<file path="src/pafu_pkg.sv">
// pafu_pkg: constants and types shared by the arithmetic flags unit
// assumes: single clock domain, plain register port, no interrupt logic
package pafu_pkg;
	// ----------------------------------------------------------------
	// register map (word index on the plain port)
	// ----------------------------------------------------------------
	localparam logic [3:0] ADDR_OPA = 4'h0;
	localparam logic [3:0] ADDR_OPB = 4'h1;
	localparam logic [3:0] ADDR_CMD = 4'h2;
	localparam logic [3:0] ADDR_RES = 4'h3;
	localparam logic [3:0] ADDR_FLAGS = 4'h4;
	localparam logic [3:0] ADDR_CAUSE_A = 4'h5;
	localparam logic [3:0] ADDR_CAUSE_B = 4'h6;
	localparam logic [3:0] ADDR_ERRIN = 4'h7;
	localparam logic [3:0] ADDR_FCLEAR = 4'h8;
	// ----------------------------------------------------------------
	// operation codes, cmd bits [3:0]; bit 4 selects double length
	// ----------------------------------------------------------------
	localparam logic [3:0] OP_ADD = 4'h0;
	localparam logic [3:0] OP_SUB = 4'h1;
	localparam logic [3:0] OP_ADDC = 4'h2;
	localparam logic [3:0] OP_SUBC = 4'h3;
	localparam logic [3:0] OP_DIVS = 4'h4;
	localparam logic [3:0] OP_DIVU = 4'h5;
	localparam logic [3:0] OP_BCDCHK = 4'h6;
	localparam logic [3:0] OP_FNORM = 4'h7;
	localparam int CMD_DBL_BIT = 4;
	// flag register bits
	localparam int FLG_CARRY = 0;
	localparam int FLG_ERR = 1;
	localparam int FLG_OVF = 2;
	localparam int FLG_UNF = 3;
	localparam int FLG_FNEG = 4;
	// fclear register: bit 0 carry, bit 1 error (bit_reset_function_code)
	localparam int CLR_CARRY = 0;
	localparam int CLR_ERR = 1;
	// ----------------------------------------------------------------
	// cause identification bits (10 causes)
	// ----------------------------------------------------------------
	localparam int NCAUSE = 10;
	localparam int C_IO_NOANS = 0;
	localparam int C_IO_PAR = 1;
	localparam int C_BOUND = 2;
	localparam int C_ABOUND = 3;
	localparam int C_DIV = 4;
	localparam int C_BCD = 5;
	localparam int C_TABLE = 6;
	localparam int C_ENC = 7;
	localparam int C_DEST = 8;
	localparam int C_NEST = 9;
	// word a holds io causes, word b holds the rest
	localparam logic [15:0] CAUSE_A_MASK = 16'h0003;
	localparam logic [15:0] CAUSE_B_MASK = 16'h03FC;
	// ----------------------------------------------------------------
	// float layout and integer limits
	// ----------------------------------------------------------------
	localparam int F_SIGN = 31;
	localparam logic [7:0] F_EXP_ZERO = 8'h00;
	localparam logic [7:0] F_EXP_ONES = 8'hFF;
	localparam logic [7:0] F_EXP_MAX = 8'hFE;
	localparam logic [22:0] F_MAN_MAX = 23'h7FFFFF;
	localparam logic [15:0] SMAX16 = 16'h7FFF;
	localparam logic [31:0] SMAX32 = 32'h7FFFFFFF;
	localparam logic [31:0] UMAX16 = 32'h0000FFFF;
	localparam logic [3:0] BCD_MAX = 4'h9;
	localparam int NDIG = 8;
	localparam logic [31:0] ZERO32 = 32'h00000000;
	localparam logic [15:0] ZERO16 = 16'h0000;
	localparam int DIV_STEPS = 32;
	localparam logic [5:0] DIV_LAST = 6'h1F;
	localparam logic [5:0] CNT_ZERO = 6'h00;
	localparam logic [5:0] CNT_ONE = 6'h01;
	typedef enum logic [1:0] {
		PAFU_IDLE = 2'b00,
		PAFU_DIV = 2'b01,
		PAFU_DONE = 2'b11
	} pafu_state_type;
endpackage : pafu_pkg

</file>
<file path="src/pafu_div_if.sv">
// pafu_div_if: request and answer of the serial divider
// assumes: both ends on clk_in of the flags unit
interface pafu_div_if;
	logic start;
	logic sgn;
	logic [31:0] dividend;
	logic [31:0] divisor;
	logic done;
	logic [31:0] quotient;
	modport ctrl (output start, output sgn, output dividend, output divisor,
		input done, input quotient);
	modport unit (input start, input sgn, input dividend, input divisor,
		output done, output quotient);
endinterface : pafu_div_if

</file>
<file path="src/pafu_divider.sv">
// pafu_divider: 32-step restoring divider, signed or unsigned
// assumes: divisor non-zero (zero is caught by the controller)
module pafu_divider (
	input wire logic clk_in,
	input wire logic rst_b_in,
	pafu_div_if.unit div
);
	typedef struct packed {
		pafu_pkg::pafu_state_type st;
		logic [5:0] cnt;
		logic [31:0] rem;
		logic [31:0] quo;
		logic [31:0] dsr;
		logic neg;
	} pafu_div_state_type;
	pafu_div_state_type s_r;
	pafu_div_state_type s_nxt;
	// one spare bit: with a divisor of 2^31 or more the shifted remainder needs 33 bits
	logic [33:0] trial;

	// ----------------------------------------------------------------
	// one quotient bit per clock; slow but small
	// ----------------------------------------------------------------
	always_comb begin
		s_nxt = s_r;
		trial = {1'b0, s_r.rem, s_r.quo[31]} - {2'b00, s_r.dsr};
		unique case (s_r.st)
			pafu_pkg::PAFU_IDLE: begin
				if (div.start) begin
					s_nxt.st = pafu_pkg::PAFU_DIV;
					s_nxt.cnt = pafu_pkg::CNT_ZERO;
					s_nxt.rem = pafu_pkg::ZERO32;
					s_nxt.quo = (div.sgn && div.dividend[31]) ? -div.dividend : div.dividend;
					s_nxt.dsr = (div.sgn && div.divisor[31]) ? -div.divisor : div.divisor;
					s_nxt.neg = div.sgn && (div.dividend[31] ^ div.divisor[31]);
				end
			end
			pafu_pkg::PAFU_DIV: begin
				if (!trial[33]) begin
					s_nxt.rem = trial[31:0];
				end else begin
					s_nxt.rem = {s_r.rem[30:0], s_r.quo[31]};
				end
				s_nxt.quo = {s_r.quo[30:0], ~trial[33]};
				s_nxt.cnt = s_r.cnt + pafu_pkg::CNT_ONE;
				if (s_r.cnt == pafu_pkg::DIV_LAST) begin
					s_nxt.st = pafu_pkg::PAFU_DONE;
				end
			end
			pafu_pkg::PAFU_DONE: begin
				s_nxt.quo = s_r.neg ? -s_r.quo : s_r.quo;
				s_nxt.st = pafu_pkg::PAFU_IDLE;
			end
			default: begin
				s_nxt.st = pafu_pkg::PAFU_IDLE;
			end
		endcase
	end

	always_ff @(posedge clk_in or negedge rst_b_in) begin
		if (!rst_b_in) begin
			s_r <= '0;
		end else begin
			s_r <= s_nxt;
		end
	end

	assign div.done = (s_r.st == pafu_pkg::PAFU_DONE);
	assign div.quotient = s_r.neg ? -s_r.quo : s_r.quo;
endmodule // pafu_divider

</file>
<file path="src/pafu_top.sv">
// pafu_top: arithmetic status unit of the ladder instruction engine
// assumes: one clock, plain register port, causes from other units written to ADDR_ERRIN
//
// Functional notes
// RL1: negative integers are two's complement at 16 and 32 bits.
// RL2: signed limits are 32767 single and 2147483647 double length.
// RL3: result above the positive limit flags overflow, wraps negative.
// RL4: result below -32768 or -2147483648 flags underflow, wraps positive.
// RL5: fixed point arithmetic is only 16 or 32 bits wide.
// RL6: add or subtract with carry sets carry on carry out or borrow.
// RL7: carry is raised when the unsigned result wraps past zero.
// RL8: software clears carry first, then chains carry operations for long data.
// RL9: any detected calculation error turns the error flag on.
// RL10: error flag is sticky until the explicit bit reset clears it.
// RL11: ten error causes are recognised, each with its own flag.
// RL12: cause flags are set in both cause words with the error flag; the code sets each cause only in its own word, a for io causes, b for the rest.
// RL13: float has sign, fraction below one, exponent -127 to 128.
// RL14: float sign bit 0 is positive, 1 is negative.
// RL15: sign bit 31, 8-bit exponent, 23-bit mantissa; zero and saturate cases.
// RL16: zero divisor or unsigned quotient overflow sets division cause.
// RL17: a decimal nibble above 9 sets the decimal digit cause.
module pafu_top (
	input wire logic clk_in,
	input wire logic rst_b_in,
	input wire logic [3:0] addr_in,
	input wire logic [31:0] wdata_in,
	input wire logic wr_in,
	input wire logic rd_in,
	output logic [31:0] rdata_out,
	output logic busy_out,
	output logic carry_flag_bit_out,
	output logic calc_error_flag_bit_out
);
	typedef struct packed {
		logic [31:0] opa;
		logic [31:0] opb;
		logic [31:0] res;
		logic carry;
		logic err;
		logic ovf;
		logic unf;
		logic fneg;
		logic [15:0] cause_a;
		logic [15:0] cause_b;
		logic busy;
		logic divu;
		logic dbl;
		logic [31:0] rdata;
	} pafu_top_state_type;
	pafu_top_state_type s_r;
	pafu_top_state_type s_nxt;

	pafu_div_if div_bus ();

	// bcd digit check, used for both operands
	function automatic logic bcd_bad(input logic [31:0] v, input logic dbl);
		logic bad;
		bad = 1'b0;
		for (int i = 0; i < pafu_pkg::NDIG; i++) begin
			if ((dbl || i < pafu_pkg::NDIG / 2) && v[i*4 +: 4] > pafu_pkg::BCD_MAX) begin
				bad = 1'b1; // see RL17
			end
		end
		return bad;
	endfunction

	// place one cause into the word it belongs to
	function automatic logic [15:0] cause_bit(input int idx);
		logic [15:0] w;
		w = pafu_pkg::ZERO16;
		w[idx] = 1'b1;
		return w;
	endfunction

	// ----------------------------------------------------------------
	// arithmetic datapath
	// ----------------------------------------------------------------
	// the adder is always computed from the stored operands; the
	// command write only decides which of its results are kept.
	// this costs a 33-bit and a 17-bit adder that toggle on every operand
	// write, traded for a flag update in the same edge as the command.
	// single length uses the low halves only; the upper half of the
	// result is forced to zero so software never sees stale bits.
	// overflow and underflow are judged from operand and result signs,
	// which needs no wider adder than the word itself.
	// carry out and borrow share one path: subtraction is a + ~b + 1,
	// so a borrow is the missing carry out, and the flag is inverted.
	// with a borrow coming in, the +1 is simply left out.
	// hazard: op and dbl_cmd are decoded from the write data even when
	// no command is written, so every use below is qualified by the
	// command strobe.
	logic [3:0] op;
	logic dbl_cmd;
	logic cin;
	logic sub;
	logic [32:0] sum32;
	logic [16:0] sum16;
	logic [31:0] bsel;
	logic [31:0] ares;
	logic acarry;
	logic aovf;
	logic aunf;
	logic [7:0] fexp;
	logic [31:0] fres;
	logic [15:0] new_a;
	logic [15:0] new_b;
	logic raise;

	always_comb begin
		op = wdata_in[3:0];
		dbl_cmd = wdata_in[pafu_pkg::CMD_DBL_BIT];
		sub = (op == pafu_pkg::OP_SUB) || (op == pafu_pkg::OP_SUBC);
		cin = ((op == pafu_pkg::OP_ADDC) || (op == pafu_pkg::OP_SUBC)) && s_r.carry;
		bsel = sub ? ~s_r.opb : s_r.opb;
		// subtraction as a + ~b + 1; borrow is the inverse of carry out
		sum32 = {1'b0, s_r.opa} + {1'b0, bsel} + {32'h0, (sub ^ cin)} ; // see RL1
		sum16 = {1'b0, s_r.opa[15:0]} + {1'b0, bsel[15:0]} + {16'h0, (sub ^ cin)};
		if (sub && cin) begin
			// borrow in: a - b - 1 = a + ~b
			sum32 = {1'b0, s_r.opa} + {1'b0, bsel};
			sum16 = {1'b0, s_r.opa[15:0]} + {1'b0, bsel[15:0]};
		end
		if (dbl_cmd) begin // see RL5
			ares = sum32[31:0];
			acarry = sum32[32] ^ sub; // see RL6, RL7
			// same operand signs, result sign differs: out of range
			aovf = ~s_r.opa[31] & ~bsel[31] & ares[31]; // see RL2, RL3
			aunf = s_r.opa[31] & bsel[31] & ~ares[31]; // see RL4
		end else begin
			ares = {pafu_pkg::ZERO16, sum16[15:0]};
			acarry = sum16[16] ^ sub; // see RL6, RL7
			aovf = ~s_r.opa[15] & ~bsel[15] & ares[15]; // see RL2, RL3
			aunf = s_r.opa[15] & bsel[15] & ~ares[15]; // see RL4
		end
		// float normalise: zero exponent gives zero, all ones saturates
		fexp = s_r.opa[30:23];
		if (fexp == pafu_pkg::F_EXP_ZERO) begin
			fres = {s_r.opa[pafu_pkg::F_SIGN], 31'h0}; // see RL15
		end else if (fexp == pafu_pkg::F_EXP_ONES) begin
			fres = {s_r.opa[pafu_pkg::F_SIGN], pafu_pkg::F_EXP_MAX, pafu_pkg::F_MAN_MAX}; // see RL15
		end else begin
			fres = s_r.opa; // see RL13
		end
	end

	// ----------------------------------------------------------------
	// divider hookup
	// ----------------------------------------------------------------
	// a zero divisor never starts the divider: the cause is raised at
	// once and the result register keeps its old value.
	// the divider latches its operands on start, so software may load
	// new operands while a division is still running.
	// limitation: a signed -2^31 / -1 wraps silently, no cause is set.
	logic div_go;
	logic div_zero;
	logic div_uovf;
	assign div_zero = dbl_cmd ? (s_r.opb == pafu_pkg::ZERO32)
		: (s_r.opb[15:0] == pafu_pkg::ZERO16);
	assign div_go = wr_in && (addr_in == pafu_pkg::ADDR_CMD) && !s_r.busy
		&& ((op == pafu_pkg::OP_DIVS) || (op == pafu_pkg::OP_DIVU)) && !div_zero;
	assign div_bus.start = div_go;
	assign div_bus.sgn = (op == pafu_pkg::OP_DIVS);
	// single length operands are widened, sign or zero as the op asks
	assign div_bus.dividend = dbl_cmd ? s_r.opa : (div_bus.sgn
		? {{16{s_r.opa[15]}}, s_r.opa[15:0]} : {pafu_pkg::ZERO16, s_r.opa[15:0]});
	assign div_bus.divisor = dbl_cmd ? s_r.opb : (div_bus.sgn
		? {{16{s_r.opb[15]}}, s_r.opb[15:0]} : {pafu_pkg::ZERO16, s_r.opb[15:0]});
	// unsigned quotient must fit a single length word
	assign div_uovf = s_r.divu && (div_bus.quotient > pafu_pkg::UMAX16); // see RL16

	pafu_divider u_div (
		.clk_in(clk_in),
		.rst_b_in(rst_b_in),
		.div(div_bus)
	);

	// ----------------------------------------------------------------
	// command, flag and register logic
	// ----------------------------------------------------------------
	// every cause source only fills new_a or new_b; the error flag and
	// both cause words are then raised from those in one place, so the
	// flag can never come on without a cause or a cause without the flag.
	// a clear and a new cause in the same cycle leave the flag set:
	// losing an error is worse than reporting one twice.
	// a command written while the divider runs is dropped silently;
	// software polls busy before issuing the next one.
	always_comb begin
		s_nxt = s_r;
		new_a = pafu_pkg::ZERO16;
		new_b = pafu_pkg::ZERO16;
		s_nxt.rdata = pafu_pkg::ZERO32;
		// software clears first so any hardware set below wins
		if (wr_in && addr_in == pafu_pkg::ADDR_FCLEAR) begin
			if (wdata_in[pafu_pkg::CLR_CARRY]) begin
				s_nxt.carry = 1'b0; // see RL8
			end
			if (wdata_in[pafu_pkg::CLR_ERR]) begin
				s_nxt.err = 1'b0; // see RL10
				s_nxt.cause_a = pafu_pkg::ZERO16;
				s_nxt.cause_b = pafu_pkg::ZERO16;
			end
		end
		if (wr_in && addr_in == pafu_pkg::ADDR_OPA) begin
			s_nxt.opa = wdata_in;
		end
		if (wr_in && addr_in == pafu_pkg::ADDR_OPB) begin
			s_nxt.opb = wdata_in;
		end
		// external causes from i/o, table, nesting units
		if (wr_in && addr_in == pafu_pkg::ADDR_ERRIN) begin
			new_a = wdata_in[15:0] & pafu_pkg::CAUSE_A_MASK; // see RL11
			new_b = wdata_in[15:0] & pafu_pkg::CAUSE_B_MASK; // see RL11
		end
		if (wr_in && addr_in == pafu_pkg::ADDR_CMD && !s_r.busy) begin
			s_nxt.dbl = dbl_cmd;
			unique case (op)
				pafu_pkg::OP_ADD, pafu_pkg::OP_SUB, pafu_pkg::OP_ADDC, pafu_pkg::OP_SUBC: begin
					s_nxt.res = ares;
					s_nxt.ovf = aovf;
					s_nxt.unf = aunf;
					if (op == pafu_pkg::OP_ADDC || op == pafu_pkg::OP_SUBC) begin
						s_nxt.carry = acarry; // see RL6
					end
				end
				pafu_pkg::OP_DIVS, pafu_pkg::OP_DIVU: begin
					if (div_zero) begin
						new_b = cause_bit(pafu_pkg::C_DIV); // see RL16
					end else begin
						s_nxt.busy = 1'b1;
						s_nxt.divu = (op == pafu_pkg::OP_DIVU);
					end
				end
				pafu_pkg::OP_BCDCHK: begin
					if (bcd_bad(s_r.opa, dbl_cmd) || bcd_bad(s_r.opb, dbl_cmd)) begin
						new_b = cause_bit(pafu_pkg::C_BCD); // see RL17
					end
				end
				pafu_pkg::OP_FNORM: begin
					s_nxt.res = fres;
					s_nxt.fneg = s_r.opa[pafu_pkg::F_SIGN]; // see RL14
				end
				default: begin
					s_nxt.res = s_r.res;
				end
			endcase
		end
		if (s_r.busy && div_bus.done) begin
			s_nxt.busy = 1'b0;
			s_nxt.res = s_r.dbl ? div_bus.quotient : {pafu_pkg::ZERO16, div_bus.quotient[15:0]};
			if (div_uovf) begin
				new_b = new_b | cause_bit(pafu_pkg::C_DIV); // see RL16
			end
		end
		// error and causes set together in one edge
		raise = (new_a != pafu_pkg::ZERO16) || (new_b != pafu_pkg::ZERO16);
		if (raise) begin
			s_nxt.err = 1'b1; // see RL9
			s_nxt.cause_a = s_nxt.cause_a | new_a; // see RL12
			s_nxt.cause_b = s_nxt.cause_b | new_b; // see RL12
		end
		if (rd_in) begin
			unique case (addr_in)
				pafu_pkg::ADDR_OPA: s_nxt.rdata = s_r.opa;
				pafu_pkg::ADDR_OPB: s_nxt.rdata = s_r.opb;
				pafu_pkg::ADDR_RES: s_nxt.rdata = s_r.res;
				pafu_pkg::ADDR_FLAGS: s_nxt.rdata = {27'h0, s_r.fneg, s_r.unf, s_r.ovf,
					s_r.err, s_r.carry};
				pafu_pkg::ADDR_CAUSE_A: s_nxt.rdata = {pafu_pkg::ZERO16, s_r.cause_a};
				pafu_pkg::ADDR_CAUSE_B: s_nxt.rdata = {pafu_pkg::ZERO16, s_r.cause_b};
				default: s_nxt.rdata = pafu_pkg::ZERO32;
			endcase
		end
	end

	always_ff @(posedge clk_in or negedge rst_b_in) begin
		if (!rst_b_in) begin
			s_r <= '0;
		end else begin
			s_r <= s_nxt;
		end
	end

	assign rdata_out = s_r.rdata;
	assign busy_out = s_r.busy;
	assign carry_flag_bit_out = s_r.carry;
	assign calc_error_flag_bit_out = s_r.err;
endmodule // pafu_top

</file>
<file path="config.mk">
export PLATFORM = sky130hd
export DESIGN_NAME = pafu_top
export DESIGN_NICKNAME = d
export VERILOG_FILES = /design/src/pafu_pkg.sv /design/src/pafu_div_if.sv /design/src/pafu_divider.sv /design/src/pafu_top.sv
export SDC_FILE = /design/constraint.sdc
export NUM_CORES = 1
export LEC_CHECK = 0
export BUFFER_PORTS_ARGS = -buffer_cell sky130_fd_sc_hd__buf_4
export CORE_UTILIZATION = 60
export CTS_CLUSTER_SIZE = 25
export DETAILED_ROUTE_END_ITERATION = 8
export GPL_ROUTABILITY_DRIVEN = 0
export GPL_TIMING_DRIVEN = 0
export PLACE_DENSITY = 0.75
export SLEW_MARGIN = 25
export SYNTH_ARGS = -nofsm -noshare
export SYNTH_HDL_FRONTEND = slang
export SYNTH_SLANG_ARGS = --single-unit
</file>
<file path="constraint.sdc">
create_clock -name clk_in -period 5.52 [get_ports clk_in]
set_clock_uncertainty 0.1 [all_clocks]
set_input_delay 1.38 -clock clk_in [delete_from_list [all_inputs] [get_ports clk_in]]
set_output_delay 1.38 -clock clk_in [all_outputs]
set_load 0.1 [all_outputs]
</file>
# == Word level (Yosys, flattened, before mapping) ==
# Index checks and enable logic that the tools add are counted.
# Widths: inputs -> output; s select.
# totals
register_bits,273
out_inout_bits,35
elab_cells,218
inputBits,40
# classes
n_bitwise,23
n_lt_le_gt_ge,17
n_eq_ne,22
n_reduce_logical,57
n_mux,70
addsub,9
# op_table
operator,count
$mux 32,16
$pmux 32 s6,1
$mux 105,1
$neg 32->32,3
$pmux 32 s3,1
$pmux 38 s2,1
$mux 33,2
$gt 4x4->1 const B,16
$pmux 32 s2,1
$mux 31,2
$mux 16,3
$sub 33x32->34,1
$add 32x32->33,1
$add 33x1->33,1
$eq 4x3->1 const B,8
$gt 32x16->1 const B,1
$logic_not 32->1,1
$not 32->32,1
$or 16x16->16,2
$pmux 16 s2,1
$reduce_bool 16->1,2
$mux 1,30
$logic_and 1x1->1,23
$add 16x16->17,1
32 further kinds,78

# == Depth between registers and ports, before layout ==
# depth
ltp_word,21
mapped_depth,19
depth_no_buf,16

# == Hierarchy ==
# A second synthesis with hierarchy kept.
# unflattened
hier_cells,2202
hier_area_um2,18808.0
# by_module_without_submodules
mod,instances,cells_per_inst,area_each_um2,seq_area_each_um2
pafu_top,1,1157,10321.1,3653.5
pafu_divider,1,1045,8486.9,2627.5

# == Worst setup path after synthesis ==
# No wires, ideal clock.
# synth_timing
kind,input -> register
from,in wdata_in[0]
to,reg s_r[102] (netlist bit)
setup_ns,0.126
arrival_time_ns,5.798
path_stages,18
path_slack_ns,-0.504
t_required_ns,5.294
path_buffers,3
path_cell_list,clkbuf_1 and2_1 buf_2 buf_1 xnor2_1 ha_1 fa_1 a211oi_2 o21ai_2 a221oi_1 xnor2_1 nand4bb_4 or4_4 nor4_2 nand2b_1 nor2_1 xnor2_1 a221o_1
# synth_between
elab_chain_cells,10
word_cells_on_any_way,21
cone_classes,2 x add/sub; 4 x eq/ne; 6 x mux; 1 x bitwise; 8 x reduce/logical
# synth_lines
element,line_no,rtl
from (decl),pafu_top.sv:26,"input wire logic [31:0] wdata_in,"
$eq 4x1->1 (tied with other cells),"pafu_top.sv:112, pafu_top.sv:216",
"$logic_or 1x1->1, on equally long branches","pafu_top.sv:112, pafu_top.sv:113",
$mux 32 or $logic_and 1x1->1 (tied branches),"pafu_top.sv:114, pafu_top.sv:113",
$add 32x32->33 or $xor 1x1->1 (tied branches),"pafu_top.sv:116, pafu_top.sv:120",
$add 33x1->33,pafu_top.sv:116,"sum32 = {1'b0, s_r.opa} + {1'b0, bsel} + {32'h0, (sub ^ cin)} ;"
$mux 33,pafu_top.sv:118,if (sub && cin) begin
$mux 32,pafu_top.sv:123,if (dbl_cmd) begin
$pmux 32 s2,pafu_top.sv:216,unique case (op)
$mux 33,pafu_top.sv:214,if (wr_in && addr_in == pafu_pkg::ADDR_CMD && !s_r.busy) begin
$mux 32,pafu_top.sv:247,if (s_r.busy && div_bus.done) begin
to (signal assigned),pafu_top.sv:279,s_r <= s_nxt;
to (decl),pafu_top.sv:50,pafu_top_state_type s_r;
# Several ways; a longest one is shown, not always the timed one. The select of a mux whose other input is x is not followed.
# A chain may end at the register's enable or synchronous reset.

# == Worst setup path after layout ==
# layout_timing
from,in wdata_in[2]
to,reg s_r[68] (netlist bit)
# layout_between
elab_chain_cells,9
word_cells_on_any_way,25
cone_classes,4 x add/sub; 3 x eq/ne; 4 x mux; 7 x bitwise; 7 x reduce/logical
# layout_lines
element,line_no
$eq 4x1->1 (tied with other cells),"pafu_top.sv:112, pafu_top.sv:216"
"$logic_or 1x1->1, on equally long branches","pafu_top.sv:112, pafu_top.sv:113"
$mux 32 or $logic_and 1x1->1 (tied branches),"pafu_top.sv:114, pafu_top.sv:113"
$add 32x32->33 (tied with other cells),"pafu_top.sv:116, pafu_top.sv:120"
$add 33x1->33 or $add 17x1->17 (tied branches),"pafu_top.sv:116, pafu_top.sv:117"
$mux 33 or $mux 17 (tied branches),pafu_top.sv:118
"$not 1->1, on equally long branches","pafu_top.sv:128, pafu_top.sv:133"
"$and 1x1->1, on equally long branches","pafu_top.sv:128, pafu_top.sv:133"
$mux 1,pafu_top.sv:123
# Several ways; a longest one is shown, not always the timed one.

==> results by group <==
Outcome
  • Status: complete, but fails checks
  • Failing checks: setup timing

Die
  • Ports: 75
  • Row count: 65
  • Die Ht: 180.6 µm
  • Die Area: 0.03260 mm²
  • Core area: 0.03147 mm²
  • Starting density of the core: 60.78%
  • Chip width: 180.6 µm

Critical path
  • CP max FO: 10
  • R2r setup slk: 0.72 ns
  • RR Endpoint: s_r[68]
  • CP Capture Type: register
  • Setup CP Type: input port to register
  • Startpoint types: input port
  • Worst reg2reg path depth: 15
  • Req. time, crit path: 5.93 ns
  • Crit path DAT: 5.95 ns
  • Worst R2R Start: s_r[119]

Yosys
  • Most frequent cell after synthesis: dfrtp_1
  • Area leader, netlist: dfrtp_1
  • EDFF count, synth: 0
  • Count of cell types in the netlist: 95
  • Register bit total from synthesis: 251
  • Area share of the largest cell type after synthesis: 32.83%
  • Syn Nets: 2400
  • YS warnings: 0
  • Dominant cells by area after synthesis: dfrtp_1 33%, o21ai_0 5.8%, mux2_2 5.1%
  • Post-Syn Instances: 2280
  • Ys async rst share: 100.0%
  • Synth Area per Inst: 8.391 µm²
  • Top FF cell, synth: dfrtp_1
  • Seq/Total Area, Yosys: 32.83%
  • Commonest cells post-synth: 251 x dfrtp_1, 230 x nand2_1, 223 x o21ai_0
  • Mapped cell area: 0.01913 mm²

Route
  • Routed wl met2: 28350 µm
  • DR top layer: met5
  • Via count: 18860
  • 1st-iter DRT viols: 2107
  • Post-detailed-routing wire length: 64200 µm
  • WL/cell: 22.73 µm
  • TritonRoute pass-1 iters: 6
  • Met1 WL: 24950 µm
  • Met3 wire len: 6987 µm
  • # DRC: 0
  • Vias per Instance: 6.674
  • Remaining antenna violation count: 0

STA
  • Worst Hold Margin: 0.3861 ns
  • Fmax: 0.1806 GHz
  • Slew Limit Fails: 0
  • Slew margin rel.: 30.87%
  • Hold Vio Cnt, Final: 0
  • Final worst slack: -0.01701 ns
  • Endpoints failing setup: 1
  • Tightest Pin Transition: 1.029 ns
  • Final worst-path cycle share: 100.3%
  • Tmin final: 5.537 ns

Clock network
  • TritonCTS clock tree: done
  • CTS buffer count: 29
  • H-Tree Depth: 1
  • Clock Tree Buf Depth: 3
  • Latest clock arrival within the worst-skew pair: 0.58 ns
  • Root Buffer: clkbuf_16
  • Clock sinks: 251
  • CTS clock-pin slew for the worst setup and hold paths: 0.06 ns

Global routing
  • Global Route Usage Sum: 38.58%
  • Initial antenna violation count: 2
  • First-pass GRT wire length: 99030 µm
  • GRT overflow: 0
  • Largest net degree at the start of global routing: 94
  • Number of global-route vias before repair: 17800

Place
  • Port bufs: 73
  • DP Wirelength: 47640 µm

Pwr
  • Leak pwr: 0.009257 µW
  • Peak VDD IR: 0.3334 mV
  • Overall Power: 7039 µW
  • P per Cell Area: 324.9 mW/mm²

Final layout
  • Layout cells sized above 1: 14.82%
  • Final net count: 2525
  • Syn-to-layout area delta: 13.24%

Hold path
  • WHS Path Cells: 2
  • Hold worst-path end: u_div.s_r[28]
  • HP Start: u_div.s_r[28]
  • Tightest Hold Check Type: register to register

Flow run
  • Number of max-cap violations: 0
## flip-flops by register name, summed over array words and instances, names as in the netlist
name / flops
carry_flag_bit_out: 1
fexp: 8
calc_error_flag_bit_out: 1
rdata_out: 32
u_div.s_r: 105
s_r: 103
busy_out: 1
## area by class of cell
class | instances | area [µm²]
diodes | 1 | 2.502
repair buffers | 97 | 773.2
inverters | 63 | 236.5
multi-input cells | 1779 | 12040
well taps | 402 | 503.0
clock buffers | 39 | 813.3
flip-flops and latches | 251 | 6281
plain buffers | 184 | 880.8
fillers | 2582 | 9809
clock inverters | 9 | 130.1
## where the power goes
group	internal (µW)	total [µW]	switching [µW]
registers	1970	2200	228
logic	1140	2880	1730
clock network	1160	1970	806
## how the worst max path moves through the flow
stage,endpoint,depth (start not counted),startpoint,slack [ns]
4_1_cts,s_r[68],19,wdata_in[2],0.01
5_1_grt,s_r[68],19,wdata_in[2],-0.07
6_report,s_r[68],19,wdata_in[2],-0.02
3_3_place_gp,s_r[68],19,wdata_in[0],-0.93
3_5_place_dp,s_r[68],19,wdata_in[0],-1.03
2_1_floorplan,s_r[101],19,wdata_in[0],0.01
## layer usage
metal / track usage [%] / vias to the layer above
li1: - / 8443
met1: 50.39 / 8993
met2: 61.01 / 1159
met3: 7.579 / 258
met4: 19.62 / 2
met5: 0 / -
## per-stage QoR
| stage | TNS (ns) | utilization (%) | setup WS (ns) | cells | cell area (µm²) |
|---|---|---|---|---|---|
| floorplan | 0 | - | 0.01491 | 2280 | 19170 |
| global placement | -12.19 | 64.25 | -0.9337 | 2755 | 20220 |
| detailed placement | -13.56 | 64.51 | -1.031 | 2758 | 20300 |
| CTS | 0 | 67.87 | 0.01317 | 2809 | 21360 |
| global route | -0.2601 | 68.83 | -0.07439 | 2825 | 21660 |
| finish | -0.01701 | 68.83 | -0.01701 | 2825 | 21660 |
## cell usage in the layout, fill, tap and decap left out, types with 11 or more instances in the layout
cell type	Yosys	final
or3_1	27	27
a22oi_1	45	45
o221ai_1	17	17
o21a_1	27	24
xnor2_1	88	84
clkbuf_16	0	29
a21o_1	39	39
a31oi_1	24	23
mux2i_1	21	20
clkbuf_1	130	133
o31ai_1	20	19
dfrtp_1	251	251
nor2b_1	15	15
buf_4	34	129
a22o_1	16	16
nand2_1	230	229
xor2_1	89	88
mux2_2	87	87
ha_1	78	71
nand2b_1	20	20
nor3_1	47	46
nor2_1	192	191
nor3b_1	11	11
o21ai_0	223	220
a21oi_1	150	147
and2_1	20	18
o211ai_1	27	27
nand3_1	48	46
inv_1	62	62
buf_1	14	11
and3_1	18	18
nand4_1	16	16
## repair_timing
action,4_1_cts,5_1_grt
pin swaps,9,20
endpoints found under the setup margin,11,11
gates resized for setup,18,40
hold buffers,0,0
buffers inserted,4,17
gates cloned,0,0
## worst max-delay path, cell delays in order
cell	delay [ns]
buf_4	0.15
nor2_2	0.14
and2_1	0.19
buf_6	0.15
buf_12	0.16
xor2_1	0.08
ha_1	0.30
buf_4	0.16
nand3_2	0.13
a211oi_4	0.41
o21ai_4	0.11
a31o_1	0.20
a222oi_1	0.40
nand4_1	0.29
or4_4	0.61
nor4_4	0.29
xnor2_2	0.19
o211ai_1	0.41
o21a_1	0.19
## cells by family (layout without fill, tap and decap cells)
group,count (synthesis),count (layout),synth area share [%]
AO/OA/AOI/OAI,707,707,24.02
AND/OR/NAND/NOR,705,705,17.71
flip-flops,251,251,32.83
buffers and inverters,250,392,5.631
XOR/XNOR,179,179,8.273
multiplexers,108,108,6.220
adder cells (fa/ha/maj),80,80,5.311
other,0,1,0
(Power assumes the default switching activity.)
